### src/rtl/sbsi_pkg.sv
// constants and carriers for the burst static ram port
// ----------------------------------------------------------------------
// Notes on behaviour
// ----------------------------------------------------------------------
package sbsi_pkg;

    localparam int ADDR_W = 22;
    localparam int DATA_W = 32;
    localparam int LANE_W = 4;
    localparam int REGION_N = 4;
    localparam int TYPE_W = 3;
    localparam logic [2:0] TYPE_BURST = 3'h4;
    localparam logic [2:0] DIV_FULL = 3'h0;
    localparam logic [2:0] DIV_HALF = 3'h1;
    // region is taken from the two top address bits
    localparam int REGION_LSB = 20;
    // pipelined part: data valid two memory edges after address strobe
    localparam int READ_LAT = 2;
    localparam logic [1:0] KIND_BYTE = 2'h0;
    localparam logic [1:0] KIND_WORD = 2'h1;
    localparam logic [1:0] KIND_DOUBLE = 2'h2;
    localparam logic [1:0] KIND_DUAL = 2'h3;

    typedef struct packed {
        logic              write;
        logic [1:0]        kind;
        logic [ADDR_W-1:0] addr;
        logic [DATA_W-1:0] wdata;
        logic [LANE_W-1:0] lanes;
    } sbsi_req_type;

    typedef struct packed {
        logic [1:0]        kind;
        logic [15:0]       word_lo;
        logic [15:0]       word_hi;
    } sbsi_rsp_type;

endpackage

### src/rtl/sbsi_port.sv
// burst static ram port: request intake, pin sequencing, read return
`timescale 1ns/10ps
module sbsi_port (
    // clock, reset, enable
    input  wire logic                          ref_clk,
    input  wire logic                          rst_n,
    input  wire logic                          clk_en,
    // configuration
    input  wire logic [11:0]                   region_type,
    input  wire logic [2:0]                    memory_clock_divider,
    input  wire logic                          memory_clock_gate,
    input  wire logic                          hold_req,
    // request stream
    input  wire logic                          req_valid,
    output logic                               req_ready,
    input  wire sbsi_pkg::sbsi_req_type        req,
    // read return and refusal
    output logic                               rsp_valid,
    output sbsi_pkg::sbsi_rsp_type             rsp,
    output logic                               req_error,
    // memory pins
    output logic [sbsi_pkg::ADDR_W-1:0]        address_o,
    output logic                               address_oe_n,
    input  wire logic [sbsi_pkg::DATA_W-1:0]   data_i,
    output logic [sbsi_pkg::DATA_W-1:0]        data_o,
    output logic                               data_oe_n,
    output logic [sbsi_pkg::REGION_N-1:0]      region_select_n,
    output logic [sbsi_pkg::LANE_W-1:0]        byte_lane_enable_n,
    output logic                               burst_addr_strobe_n,
    output logic                               burst_output_enable_n,
    output logic                               burst_write_enable_n,
    output logic                               memory_clock_out,
    output logic                               control_oe_n
);

    // ------------------------------------------------------------------
    // input synchronisers and request buffer
    // ------------------------------------------------------------------
    logic [1:0]                   hold_sync_q;
    logic [sbsi_pkg::DATA_W-1:0]  rd_s1_q;
    logic [sbsi_pkg::DATA_W-1:0]  rd_s2_q;
    logic                         buf_valid;
    logic                         buf_ready;
    sbsi_pkg::sbsi_req_type       buf_req;

    always_ff @(posedge ref_clk or negedge rst_n)
    begin
        if (!rst_n)
        begin
            hold_sync_q <= 2'h0;
            rd_s1_q <= '0;
            rd_s2_q <= '0;
        end
        else if (clk_en)
        begin
            hold_sync_q <= {hold_sync_q[0], hold_req};
            rd_s1_q <= data_i;
            rd_s2_q <= rd_s1_q;
        end
    end

    sbsi_skid #(
        .WIDTH ($bits(sbsi_pkg::sbsi_req_type))
    ) u_skid (
        .ref_clk   (ref_clk),
        .rst_n     (rst_n),
        .clk_en    (clk_en),
        .in_valid  (req_valid),
        .in_ready  (req_ready),
        .in_data   (req),
        .out_valid (buf_valid),
        .out_ready (buf_ready),
        .out_data  (buf_req)
    );

    // ------------------------------------------------------------------
    // memory clock generation
    // ------------------------------------------------------------------
    logic mclk_q;
    logic mclk_d;
    logic full_q;
    logic full_d;
    logic rise;

    // at half rate pins change as the memory clock falls and stand at its next rise;
    // full rate passes ref_clk itself, the select moving only while high
    always_comb
    begin
        mclk_d = 1'b1;
        full_d = memory_clock_gate &&
                 (memory_clock_divider == sbsi_pkg::DIV_FULL);
        rise = 1'b1;
        if (memory_clock_divider == sbsi_pkg::DIV_HALF)
        begin
            mclk_d = memory_clock_gate ? ~mclk_q : 1'b1;
            rise = mclk_q;
        end
    end

    // ------------------------------------------------------------------
    // access sequencer
    // ------------------------------------------------------------------
    typedef enum logic [2:0] {
        ST_IDLE  = 3'b001,
        ST_WAIT  = 3'b010,
        ST_HOLD  = 3'b100
    } sbsi_state_type;

    sbsi_state_type               state_q;
    sbsi_state_type               state_d;
    logic [sbsi_pkg::ADDR_W-1:0]  addr_q;
    logic [sbsi_pkg::ADDR_W-1:0]  addr_d;
    logic [sbsi_pkg::DATA_W-1:0]  wdata_q;
    logic [sbsi_pkg::DATA_W-1:0]  wdata_d;
    logic [3:0]                   sel_n_q;
    logic [3:0]                   sel_n_d;
    logic [3:0]                   lane_n_q;
    logic [3:0]                   lane_n_d;
    logic                         ads_n_q;
    logic                         ads_n_d;
    logic                         oe_n_q;
    logic                         oe_n_d;
    logic                         we_n_q;
    logic                         we_n_d;
    logic                         drive_n_q;
    logic                         drive_n_d;
    logic                         float_q;
    logic                         float_d;
    logic [3:0]                   pipe_q;
    logic [3:0]                   pipe_d;
    logic [1:0]                   kind_pipe_q [4];
    logic [1:0]                   kind_pipe_d [4];
    logic                         err_q;
    logic                         err_d;
    logic [1:0]                   region;
    logic                         is_burst;

    always_comb
    begin
        region = buf_req.addr[sbsi_pkg::REGION_LSB +: 2];
        is_burst = (region_type[region*3 +: 3] ==
                    sbsi_pkg::TYPE_BURST);
        state_d = state_q;
        addr_d = addr_q;
        wdata_d = wdata_q;
        sel_n_d = sel_n_q;
        lane_n_d = lane_n_q;
        ads_n_d = ads_n_q;
        oe_n_d = oe_n_q;
        we_n_d = we_n_q;
        drive_n_d = drive_n_q;
        float_d = float_q;
        pipe_d = pipe_q;
        for (int i = 0; i < 4; i++)
        begin
            kind_pipe_d[i] = kind_pipe_q[i];
        end
        err_d = 1'b0;
        buf_ready = 1'b0;
        if (rise)
        begin
            // one-cycle strobes drop after their memory edge
            ads_n_d = 1'b1;
            we_n_d = 1'b1;
            pipe_d = {pipe_q[2:0], 1'b0};
            for (int i = 3; i > 0; i--)
            begin
                kind_pipe_d[i] = kind_pipe_q[i-1];
            end
            // output enable stands until the last data edge has passed
            oe_n_d = oe_n_q || (pipe_q[sbsi_pkg::READ_LAT-1:0] == '0);
            drive_n_d = drive_n_q || we_n_q;
            unique case (state_q)
                ST_IDLE:
                begin
                    if (hold_sync_q[1])
                    begin
                        state_d = ST_HOLD;
                    end
                    else if (buf_valid)
                    begin
                        buf_ready = 1'b1;
                        if (!is_burst)
                        begin
                            err_d = 1'b1;
                        end
                        else
                        begin
                            addr_d = buf_req.addr;
                            sel_n_d = ~(4'h1 << region);
                            ads_n_d = 1'b0;
                            if (buf_req.write)
                            begin
                                we_n_d = 1'b0;
                                lane_n_d = ~buf_req.lanes;
                                wdata_d = buf_req.wdata;
                                drive_n_d = 1'b0;
                            end
                            else
                            begin
                                lane_n_d = 4'h0;
                                drive_n_d = 1'b1;
                                oe_n_d = 1'b0;
                                pipe_d[0] = 1'b1;
                                kind_pipe_d[0] = buf_req.kind;
                                state_d = ST_WAIT;
                            end
                        end
                    end
                end
                ST_WAIT:
                begin
                    // one read in flight keeps the bus turnaround clean
                    if (pipe_q[sbsi_pkg::READ_LAT-1])
                    begin
                        state_d = ST_IDLE;
                    end
                end
                ST_HOLD:
                begin
                    sel_n_d = 4'hf;
                    if (!hold_sync_q[1])
                    begin
                        state_d = ST_IDLE;
                    end
                end
            endcase
            float_d = (state_d == ST_HOLD);
            drive_n_d = drive_n_d || float_d;
        end
    end

    always_ff @(posedge ref_clk or negedge rst_n)
    begin
        if (!rst_n)
        begin
            mclk_q <= 1'b1;
            full_q <= 1'b0;
            state_q <= ST_IDLE;
            addr_q <= '0;
            wdata_q <= '0;
            sel_n_q <= 4'hf;
            lane_n_q <= 4'hf;
            ads_n_q <= 1'b1;
            oe_n_q <= 1'b1;
            we_n_q <= 1'b1;
            drive_n_q <= 1'b1;
            float_q <= 1'b0;
            pipe_q <= 4'h0;
            for (int i = 0; i < 4; i++)
            begin
                kind_pipe_q[i] <= 2'h0;
            end
            err_q <= 1'b0;
        end
        else if (clk_en)
        begin
            mclk_q <= mclk_d;
            full_q <= full_d;
            state_q <= state_d;
            addr_q <= addr_d;
            wdata_q <= wdata_d;
            sel_n_q <= sel_n_d;
            lane_n_q <= lane_n_d;
            ads_n_q <= ads_n_d;
            oe_n_q <= oe_n_d;
            we_n_q <= we_n_d;
            drive_n_q <= drive_n_d;
            float_q <= float_d;
            pipe_q <= pipe_d;
            for (int i = 0; i < 4; i++)
            begin
                kind_pipe_q[i] <= kind_pipe_d[i];
            end
            err_q <= err_d;
        end
    end

    // ------------------------------------------------------------------
    // read return steering
    // ------------------------------------------------------------------
    // capture waits out the two synchroniser stages, late enough for
    // the data window at either memory clock rate
    logic                    cap;
    logic                    rv_q;
    logic                    rv_d;
    sbsi_pkg::sbsi_rsp_type  rsp_q;
    sbsi_pkg::sbsi_rsp_type  rsp_d;
    logic [3:0]              cap_pipe_q;
    logic [3:0]              cap_pipe_d;
    logic [1:0]              kind_c;

    always_comb
    begin
        cap_pipe_d = {cap_pipe_q[2:0],
                      rise && pipe_q[sbsi_pkg::READ_LAT-1]};
        cap = cap_pipe_q[2];
        kind_c = kind_pipe_q[sbsi_pkg::READ_LAT];
        rv_d = cap;
        rsp_d = rsp_q;
        if (cap)
        begin
            rsp_d.kind = kind_c;
            unique case (kind_c)
                sbsi_pkg::KIND_BYTE:
                begin
                    rsp_d.word_lo = {8'h00, rd_s2_q[7:0]};
                    rsp_d.word_hi = 16'h0000;
                end
                sbsi_pkg::KIND_WORD:
                begin
                    rsp_d.word_lo = rd_s2_q[15:0];
                    rsp_d.word_hi = 16'h0000;
                end
                sbsi_pkg::KIND_DOUBLE:
                begin
                    rsp_d.word_lo = rd_s2_q[15:0];
                    rsp_d.word_hi = rd_s2_q[31:16];
                end
                sbsi_pkg::KIND_DUAL:
                begin
                    rsp_d.word_lo = rd_s2_q[31:16];
                    rsp_d.word_hi = rd_s2_q[15:0];
                end
            endcase
        end
    end

    always_ff @(posedge ref_clk or negedge rst_n)
    begin
        if (!rst_n)
        begin
            rv_q <= 1'b0;
            rsp_q <= '0;
            cap_pipe_q <= 4'h0;
        end
        else if (clk_en)
        begin
            rv_q <= rv_d;
            rsp_q <= rsp_d;
            cap_pipe_q <= cap_pipe_d;
        end
    end

    // ------------------------------------------------------------------
    // outputs
    // ------------------------------------------------------------------
    assign rsp_valid = rv_q;
    assign rsp = rsp_q;
    assign req_error = err_q;
    assign address_o = addr_q;
    assign address_oe_n = float_q;
    assign data_o = wdata_q;
    assign data_oe_n = drive_n_q;
    assign region_select_n = sel_n_q;
    assign byte_lane_enable_n = lane_n_q;
    assign burst_addr_strobe_n = ads_n_q;
    assign burst_output_enable_n = oe_n_q;
    assign burst_write_enable_n = we_n_q;
    assign memory_clock_out = full_q ? ref_clk : mclk_q;
    assign control_oe_n = float_q;

endmodule

### src/rtl/sbsi_skid.sv
// two-entry buffer with valid and ready on both sides
`timescale 1ns/10ps
module sbsi_skid #(
    parameter int WIDTH = 8
) (
    // clock and reset
    input  wire logic             ref_clk,
    input  wire logic             rst_n,
    input  wire logic             clk_en,
    // filling side
    input  wire logic             in_valid,
    output logic                  in_ready,
    input  wire logic [WIDTH-1:0] in_data,
    // draining side
    output logic                  out_valid,
    input  wire logic             out_ready,
    output logic [WIDTH-1:0]      out_data
);

    logic [WIDTH-1:0] slot_q [2];
    logic [WIDTH-1:0] slot_d [2];
    logic [1:0]       count_q;
    logic [1:0]       count_d;
    logic             push;
    logic             pop;

    always_comb
    begin
        push = in_valid && (count_q != 2'h2);
        pop = out_ready && (count_q != 2'h0);
        slot_d[0] = slot_q[0];
        slot_d[1] = slot_q[1];
        count_d = count_q;
        if (pop)
        begin
            slot_d[0] = slot_q[1];
        end
        if (push)
        begin
            if ((count_q == 2'h0) || (count_q == 2'h1 && pop))
            begin
                slot_d[0] = in_data;
            end
            else
            begin
                slot_d[1] = in_data;
            end
        end
        count_d = count_q + {1'b0, push} - {1'b0, pop};
    end

    always_ff @(posedge ref_clk or negedge rst_n)
    begin
        if (!rst_n)
        begin
            slot_q[0] <= '0;
            slot_q[1] <= '0;
            count_q <= 2'h0;
        end
        else if (clk_en)
        begin
            slot_q[0] <= slot_d[0];
            slot_q[1] <= slot_d[1];
            count_q <= count_d;
        end
    end

    assign in_ready = (count_q != 2'h2);
    assign out_valid = (count_q != 2'h0);
    assign out_data = slot_q[0];

endmodule
### config.mk
export PLATFORM = sky130hd
export DESIGN_NAME = sbsi_port
export DESIGN_NICKNAME = d
export VERILOG_FILES = /design/src/rtl/sbsi_pkg.sv /design/src/rtl/sbsi_port.sv /design/src/rtl/sbsi_skid.sv
export SDC_FILE = /design/constraint.sdc
export NUM_CORES = 1
export LEC_CHECK = 0
export BUFFER_PORTS_ARGS = -buffer_cell sky130_fd_sc_hd__buf_2
export CELL_PAD_IN_SITES_DETAIL_PLACEMENT = 0
export CELL_PAD_IN_SITES_GLOBAL_PLACEMENT = 1
export CORE_MARGIN = 3
export CORE_UTILIZATION = 42
export CTS_CLUSTER_DIAMETER = 200
export CTS_CLUSTER_SIZE = 12
export DETAILED_ROUTE_END_ITERATION = 16
export GPL_TIMING_DRIVEN = 0
export PLACE_DENSITY_LB_ADDON = 0.3
export RECOVER_POWER = 100
export SLEW_MARGIN = 20
export SYNTH_ARGS = -nofsm -noshare
export SYNTH_HDL_FRONTEND = slang
export SYNTH_HIERARCHICAL = 1
export SYNTH_SLANG_ARGS = --single-unit
### constraint.sdc
create_clock -name ref_clk -period 2.6 [get_ports ref_clk]
set_clock_uncertainty 0.2 [all_clocks]
set_input_delay 0.52 -clock ref_clk [delete_from_list [all_inputs] [get_ports ref_clk]]
set_output_delay 0.52 -clock ref_clk [all_outputs]
set_load 0.01 [all_outputs]
==> results of run 1 <==
final cells by class:
cell class | instances | area share [%]
repair buffers | 339 | 12.9
flip-flops and latches | 309 | 44.6
diodes | 1 | 0.0144
plain buffers | 123 | 5.00
well taps | 402 | 2.89
inverters | 16 | 0.345
clock inverters | 2 | 0.0791
clock buffers | 40 | 4.69
multi-input cells | 546 | 29.6
worst reg2reg max path, delay by kind of cell (launching register included):
family | cells | cell delay (ns)
and+or+nand+nor | 4 | 0.88
buffers and inverters | 5 | 0.66
AOI/OAI and AO/OA | 3 | 0.46
DFF | 1 | 0.37
power groups by stage:
| stage | Combinational (mW) | Clock (mW) | Sequential [mW] |
|---|---|---|---|
| after floorplan | 3.17 | 0.00309 | 6.93 |
| after global placement | 4.06 | 0.00448 | 6.99 |
| after detailed placement | 4.17 | 0.00448 | 7.04 |
| after CTS | 4.45 | 4.06 | 6.95 |
| after global routing | 4.89 | 4.25 | 7.16 |
| final | 4.49 | 3.91 | 7.01 |
through the flow:
| stage | instances | instance area [sq um] | utilization (%) |
|---|---|---|---|
| after floorplan | 997 | 13600 | - |
| after global placement | 1618 | 15200 | 47.9 |
| after detailed placement | 1621 | 15300 | 48.2 |
| after CTS | 1764 | 17300 | 54.4 |
| after global routing | 1778 | 17400 | 54.9 |
| final | 1778 | 17400 | 54.9 |
cells by family (layout without fill, tap and decap cells):
kind of cell,after synthesis,count (layout)
AOI/OAI and AO/OA,204,204
xor gates and xnor gates,3,3
adders and majority gates,1,1
buffers and inverters,142,520
DFF,309,309
muxes,221,221
other,0,1
and+or+nand+nor,117,117
repair_timing:
| item | CTS | global route |
|---|---|---|
| hold endpoints to repair | 218 | 0 |
| buffers inserted | 5 | 13 |
| gates cloned | 0 | 2 |
| pin swaps | 3 | 3 |
| hold buffers | 98 | 0 |
| endpoints found under the setup margin | 171 | 169 |
| resized for setup | 40 | 30 |
sequential cells by signal (all words and copies together) (netlist names), 3 cells and up:
signal and count:
address_o 22, byte_lane_enable_n 4, cap_pipe_q 3, data_o 32, kind_pipe_q 4, rd_s1_q 32, rd_s2_q 32, region_select_n 4
rsp 34, state_q 3, u_skid/out_data 61, u_skid/slot_q 61
synth_stat cells, drive strengths merged, types with 2 or more instances:
cell type / n / area share, %
a21boi: 2 / 0.19
a21o: 4 / 0.22
a21oi: 16 / 0.62
a2bb2oi: 62 / 6.8
a32oi: 2 / 0.13
buf: 93 / 5.1
clkbuf: 33 / 0.91
dfrtp: 295 / 54
dfstp: 14 / 2.7
inv: 16 / 0.44
mux2: 194 / 17
mux2i: 25 / 1.8
mux4: 2 / 0.33
nand2: 69 / 2.0
nand2b: 5 / 0.23
nand3: 7 / 0.26
nand3b: 5 / 0.28
nand4b: 2 / 0.13
nor2: 19 / 0.53
o21a: 2 / 0.11
o21ai: 43 / 1.6
o22ai: 61 / 2.8
o31ai: 2 / 0.11
xor2: 3 / 0.19
routing by layer:
| metal | global-route usage, % | vias to the layer above |
|---|---|---|
| li1 | - | 4263 |
| met1 | 23.9 | 4520 |
| met2 | 31.0 | 233 |
| met3 | 4.26 | 38 |
| met4 | 4.74 | 0 |
| met5 | 0 | - |
placed cells by master (no fill, tap or decap), drive strengths merged, types with 7 or more instances in the layout:
master,n
buf,229
a21oi,16
dlygate4sd3,98
nand3,7
mux2,194
dfstp,14
dfrtp,295
o21ai,43
nand2,69
inv,17
a2bb2oi,62
clkbuf,175
mux2i,25
o22ai,61
nor2,19
worst max path at each step:
stage | from | end | slack, ns
detailed placement | memory_clock_divider[1] | u_skid/slot_q[9]$_DFFE_PN0P_ | -0.70
CTS | state_q[1]$_DFFE_PN0P_ | u_skid/count_q[1]$_DFFE_PN0P_ | -0.05
global placement | rst_n | u_skid/slot_q[24]$_DFFE_PN0P_ | -5.20
finish | u_skid/count_q[1]$_DFFE_PN0P_ | u_skid/out_data[12]$_DFFE_PN0P_ | -0.02
floorplan | u_skid/count_q[0]$_DFFE_PN0P_ | u_skid/count_q[1]$_DFFE_PN0P_ | 0.01
global route | state_q[0]$_DFFE_PN1P_ | u_skid/out_data[28]$_DFFE_PN0P_ | -0.11
==> results.yml, run 1 <==
floorplanning:
  die_h_um: 186
  start_util_pct: 42.8
  die_w_um: 186
  rows: 65
  io_pins: 220
  core_area_sq_mm: 0.0317
  die-area_sq_mm: 0.0345
job:
  cap_violations: 0
logic_synthesis:
  synth_compound_area_share_pct: 13.2
  synth_edf_count: 0
  synth_cell_types: 55
  netlist_area_sq_mm: 0.0136
  synth_nets: 1112
  synth-adder-area-share_pct: 0.0921
  yosys_warnings: 6
  synth_top_family_by_area: "multiplexers"
  synthXorXnorAreaFrac_pct: 0.193
  ys.flop_type: "dfrtp_1"
  syn_inst: 997
  ys_seq_area_share_pct: 57.1
  yosys.area_share.simple_pct: 4.02
  async_flop_share_pct: 100
  syn_avg_cell_area_sq_um: 13.6
  yosys_register_bits: 309
  synth_mux_area_share_pct: 19.0
grt:
  overflow: 0
  grt_pass1_wl_mm: 50.2
  antenna_found_initial: 1
  first_global_vias: 9385
  grtUsageTotal_pct: 18.3
  grt_max_degree: 88
pwr:
  p_total_mw: 15.4
  clockPowerShare_pct: 25.4
  swShare_pct: 28.0
  pwr-share-comb_pct: 29.1
  p_int_mw: 11.1
  ir_drop_mv: 0.557
  p_seq_share_pct: 45.5
  power.switching_mw: 4.31
  pwr_density_cell_mw_per_mm2: 885
  power_leakage_nw: 7.82
layout:
  regArea_sq_mm: 0.00775
  n_fill_cell: 2723
  area_growth_pct: 28.1
  multi_input_area_sq_mm: 0.00515
  drive_above_1_share_pct: 40.3
  nets: 1482
sta:
  hold_slack_ns: 0.0718
  hold_viol: 0
  setup_slack_ns: -0.0232
  max_freq_mhz: 381
  setup_tns_ns: -0.343
  slew_viol_final: 0
  relSlewSlack_pct: 49.3
  rsz0062_at_grt: "true"
  tightest_slew_ns: 0.760
  post-route-period-util_pct: 101
  setup_viol: 28
  min_period_ns: 2.62
setup_path:
  crit_chain: "or2_4, nand2_1, or4_4, nor2_4, buf_6, inv_2, a21o_1, buf_6, a21boi_4, buf_6, buf_12, a2bb2oi_2"
  crit_slowest_cell: "or4_4"
  r2r_slack_ns: -0.02
  crit_arrival_ns: 3.01
  critPathBufInv: 5
  r2r-end: "u_skid/out_data[12]$_DFFE_PN0P_"
  r2r_start: "u_skid/count_q[1]$_DFFE_PN0P_"
  path_max_fanout: 10
  worstPathRequired_ns: 2.99
  max_stage_delay_ns: 0.45
  r2r_cells: 12
  crit_top_cell: "buf_6"
  crit_cells: 12
  critPathLaunchType: "register"
  crit_type: "register to register"
  cp_top_family: "simple AND/OR/NAND/NOR gates"
  end_kind: "register"
placement:
  gp_congestion: 0.763
  hpwl_mm: 21.3
  dpl_worst_slack_ns: -0.697
  port_buffers: 219
drt:
  dr.pass1.iters: 7
  wl_per_cell_um: 18.0
  routedLengthMet1_mm: 14.1
  routed-wl-met3_mm: 1.84
  routed_via_density: 5.09
  vias: 9054
  wl_mm: 32.0
  top_layer: "met4"
  drt_iter0_drc: 279
  drc: 0
  ant_nets: 0
  met2WireLength_mm: 15.5
cts:
  cts_tree: "done"
  clkLatencyLatePin_ns: 0.66
  cts.clk_slew.worst_paths_ns: 0.06
min_path:
  hold_path_depth: 4
  holdCritStartpoint: "memory_clock_divider[2]"
  hold_end: "mclk_q$_DFFE_PN1P_"
  worstHoldPathType: "input pin to register"
outcome:
  status: "finished, violations left"
  violations: "negative setup slack"
(Power assumes the default switching activity.)
==> inputs of run 2 (changes only) <==
--- a/config.mk
+++ b/config.mk
@@ -10,13 +10,13 @@
 export CELL_PAD_IN_SITES_GLOBAL_PLACEMENT = 1
 export CORE_MARGIN = 3
 export CORE_UTILIZATION = 42
+export CTS_BUF_LIST = sky130_fd_sc_hd__clkbuf_8 sky130_fd_sc_hd__clkbuf_16
 export CTS_CLUSTER_DIAMETER = 200
 export CTS_CLUSTER_SIZE = 12
 export DETAILED_ROUTE_END_ITERATION = 16
 export GPL_TIMING_DRIVEN = 0
 export PLACE_DENSITY_LB_ADDON = 0.3
 export RECOVER_POWER = 100
-export SLEW_MARGIN = 20
 export SYNTH_ARGS = -nofsm -noshare
 export SYNTH_HDL_FRONTEND = slang
 export SYNTH_HIERARCHICAL = 1
==> run 2 against run 1 <==
Net effect: the flow still finishes with violations (negative setup slack); cell count unchanged; worst setup slack better by 0.0022 ns; largest power group unchanged; sequential share of layout area unchanged; non-clock buffer count is the same; wire length shrank 0.14%; hold slack got worse by 0.00093 ns; critical path depth unchanged; combinational power is essentially flat; register-to-register slack about the same.
==> results.yml, run 2 (same netlist as run 1, synthesis figures left out) <==
drt:
  top_layer: "met4"
  routed_via_density: 5.07
  routedLengthMet1_mm: 14.0
  wl_per_cell_um: 18.0
  drt_iter0_drc: 282
  dr.pass1.iters: 7
  met2WireLength_mm: 15.5
  routed-wl-met3_mm: 1.78
  vias: 9022
  ant_nets: 0
  wl_mm: 32.0
  drc: 0
sta:
  setup_tns_ns: -0.280
  setup_slack_ns: -0.0210
  min_period_ns: 2.62
  slew_viol_final: 0
  post-route-period-util_pct: 101
  rsz0062_at_grt: "true"
  max_freq_mhz: 382
  tightest_slew_ns: 0.755
  setup_viol: 27
  hold_slack_ns: 0.0708
  relSlewSlack_pct: 49.7
  hold_viol: 0
setup_path:
  crit_chain: "or2_4, nand2_1, or4_4, nor2_4, buf_6, inv_2, a21o_1, buf_6, a21boi_4, buf_6, buf_12, a2bb2oi_2"
  cp_top_family: "simple AND/OR/NAND/NOR gates"
  critPathLaunchType: "register"
  r2r_slack_ns: -0.02
  crit_arrival_ns: 3.01
  worstSetupEndpoint: "u_skid/out_data[31]$_DFFE_PN0P_"
  r2r_cells: 12
  r2r-end: "u_skid/out_data[31]$_DFFE_PN0P_"
  path_max_fanout: 10
  crit_slowest_cell: "or4_4"
  crit_type: "register to register"
  r2r_start: "u_skid/count_q[1]$_DFFE_PN0P_"
  crit_top_cell: "buf_6"
  crit_cells: 12
  end_kind: "register"
  worstPathRequired_ns: 2.99
  max_stage_delay_ns: 0.45
  critPathBufInv: 5
  cp-startpoint: "u_skid/count_q[1]$_DFFE_PN0P_"
floorplanning:
  die_w_um: 186
  io_pins: 220
  rows: 65
  start_util_pct: 42.8
  die_h_um: 186
  die-area_sq_mm: 0.0345
  core_area_sq_mm: 0.0317
grt:
  antenna_found_initial: 1
  grt_max_degree: 88
  overflow: 0
  grt_pass1_wl_mm: 50.2
  grtUsageTotal_pct: 18.3
  first_global_vias: 9385
layout:
  area_growth_pct: 28.1
  layout_commonest_cell: "dfrtp_1"
  n_fill_cell: 2723
  nets: 1482
  most-common-layout-cells: "dfrtp_1, mux2_2, clkbuf_1, buf_2, dlygate4sd3_1"
  regArea_sq_mm: 0.00775
  multi_input_area_sq_mm: 0.00515
  finish.utilization_pct: 54.9
  drive_above_1_share_pct: 40.3
outcome:
  status: "finished, violations left"
  violations: "negative setup slack"
cts:
  cts_tree: "done"
  clkLatencyLatePin_ns: 0.67
  cts.clk_slew.worst_paths_ns: 0.06
pwr:
  ir_drop_mv: 0.551
  pwr_density_cell_mw_per_mm2: 883
  power_leakage_nw: 7.86
placement:
  dpl_worst_slack_ns: -0.697
  port_buffers: 219
  hpwl_mm: 21.3
  gp_congestion: 0.763
job:
  cap_violations: 0
min_path:
  worstHoldPathType: "input pin to register"
## run 2: cell types whose count changed in the layout (fill, tap and decap cells not counted)
cell      delta
clkbuf_1     -8
inv_1        +8
## run 2: area by class of cell
cell class | instances | area share, %
Tap cell | 402 | 2.89
Buffer | 123 | 5.00
Multi-Input combinational cell | 546 | 29.6
Antenna cell | 1 | 0.0144
Inverter | 16 | 0.345
Clock inverter | 10 | 0.252
Timing Repair Buffer | 339 | 12.9
Clock buffer | 32 | 4.52
Sequential cell | 309 | 44.6
## run 2: how the worst min path moves through the flow
stage	from	to	cells past startpoint
after floorplan	rst_n	address_o[0]$_DFFE_PN0P_	0
after global placement	region_select_n[2]$_DFFE_PN1P_	region_select_n[2]$_DFFE_PN1P_	2
after detailed placement	region_select_n[2]$_DFFE_PN1P_	region_select_n[2]$_DFFE_PN1P_	2
after CTS	memory_clock_divider[2]	mclk_q$_DFFE_PN1P_	4
after global routing	memory_clock_divider[2]	mclk_q$_DFFE_PN1P_	4
final	memory_clock_divider[2]	mclk_q$_DFFE_PN1P_	4
## run 2: worst register-to-register path, cell delays in order (launching register included)
cell and delay (ns):
dfrtp_2 0.37, or2_4 0.17, nand2_1 0.06, or4_4 0.45, nor2_4 0.20, buf_6 0.13, inv_2 0.03, a21o_1 0.15
buf_6 0.15, a21boi_4 0.17, buf_6 0.19, buf_12 0.16, a2bb2oi_2 0.13
## run 2: report_power, final
group / switching [mW] / leakage (nW) / internal [mW]
Combinational: 1.68 / 3.63 / 2.80
Clock: 1.76 / 0.446 / 2.11
Sequential: 0.859 / 3.78 / 6.15
Total: 4.31 / 7.86 / 11.1
## run 2: per-layer routing
metal,global-route usage (%),vias up
met5,0,-
met4,4.74,0
met1,23.9,4498
met2,31.0,227
li1,-,4258
met3,4.26,39
## run 2: what timing repair did
item,in CTS,in global routing
buffers inserted,5,13
endpoints found under the setup margin,171,169
pin swaps,3,3
hold endpoints to repair,218,0
hold buffers,98,0
gates resized for setup,40,30
gates cloned,0,2
## run 2: metrics by stage
step                      instance area [sq um]  power, mW  instances
after floorplan                           13600       10.1        997
after global placement                    15200       11.1       1618
after detailed placement                  15300       11.2       1621
after CTS                                 17300       15.4       1764
after global routing                      17400       16.3       1778
final                                     17400       15.4       1778
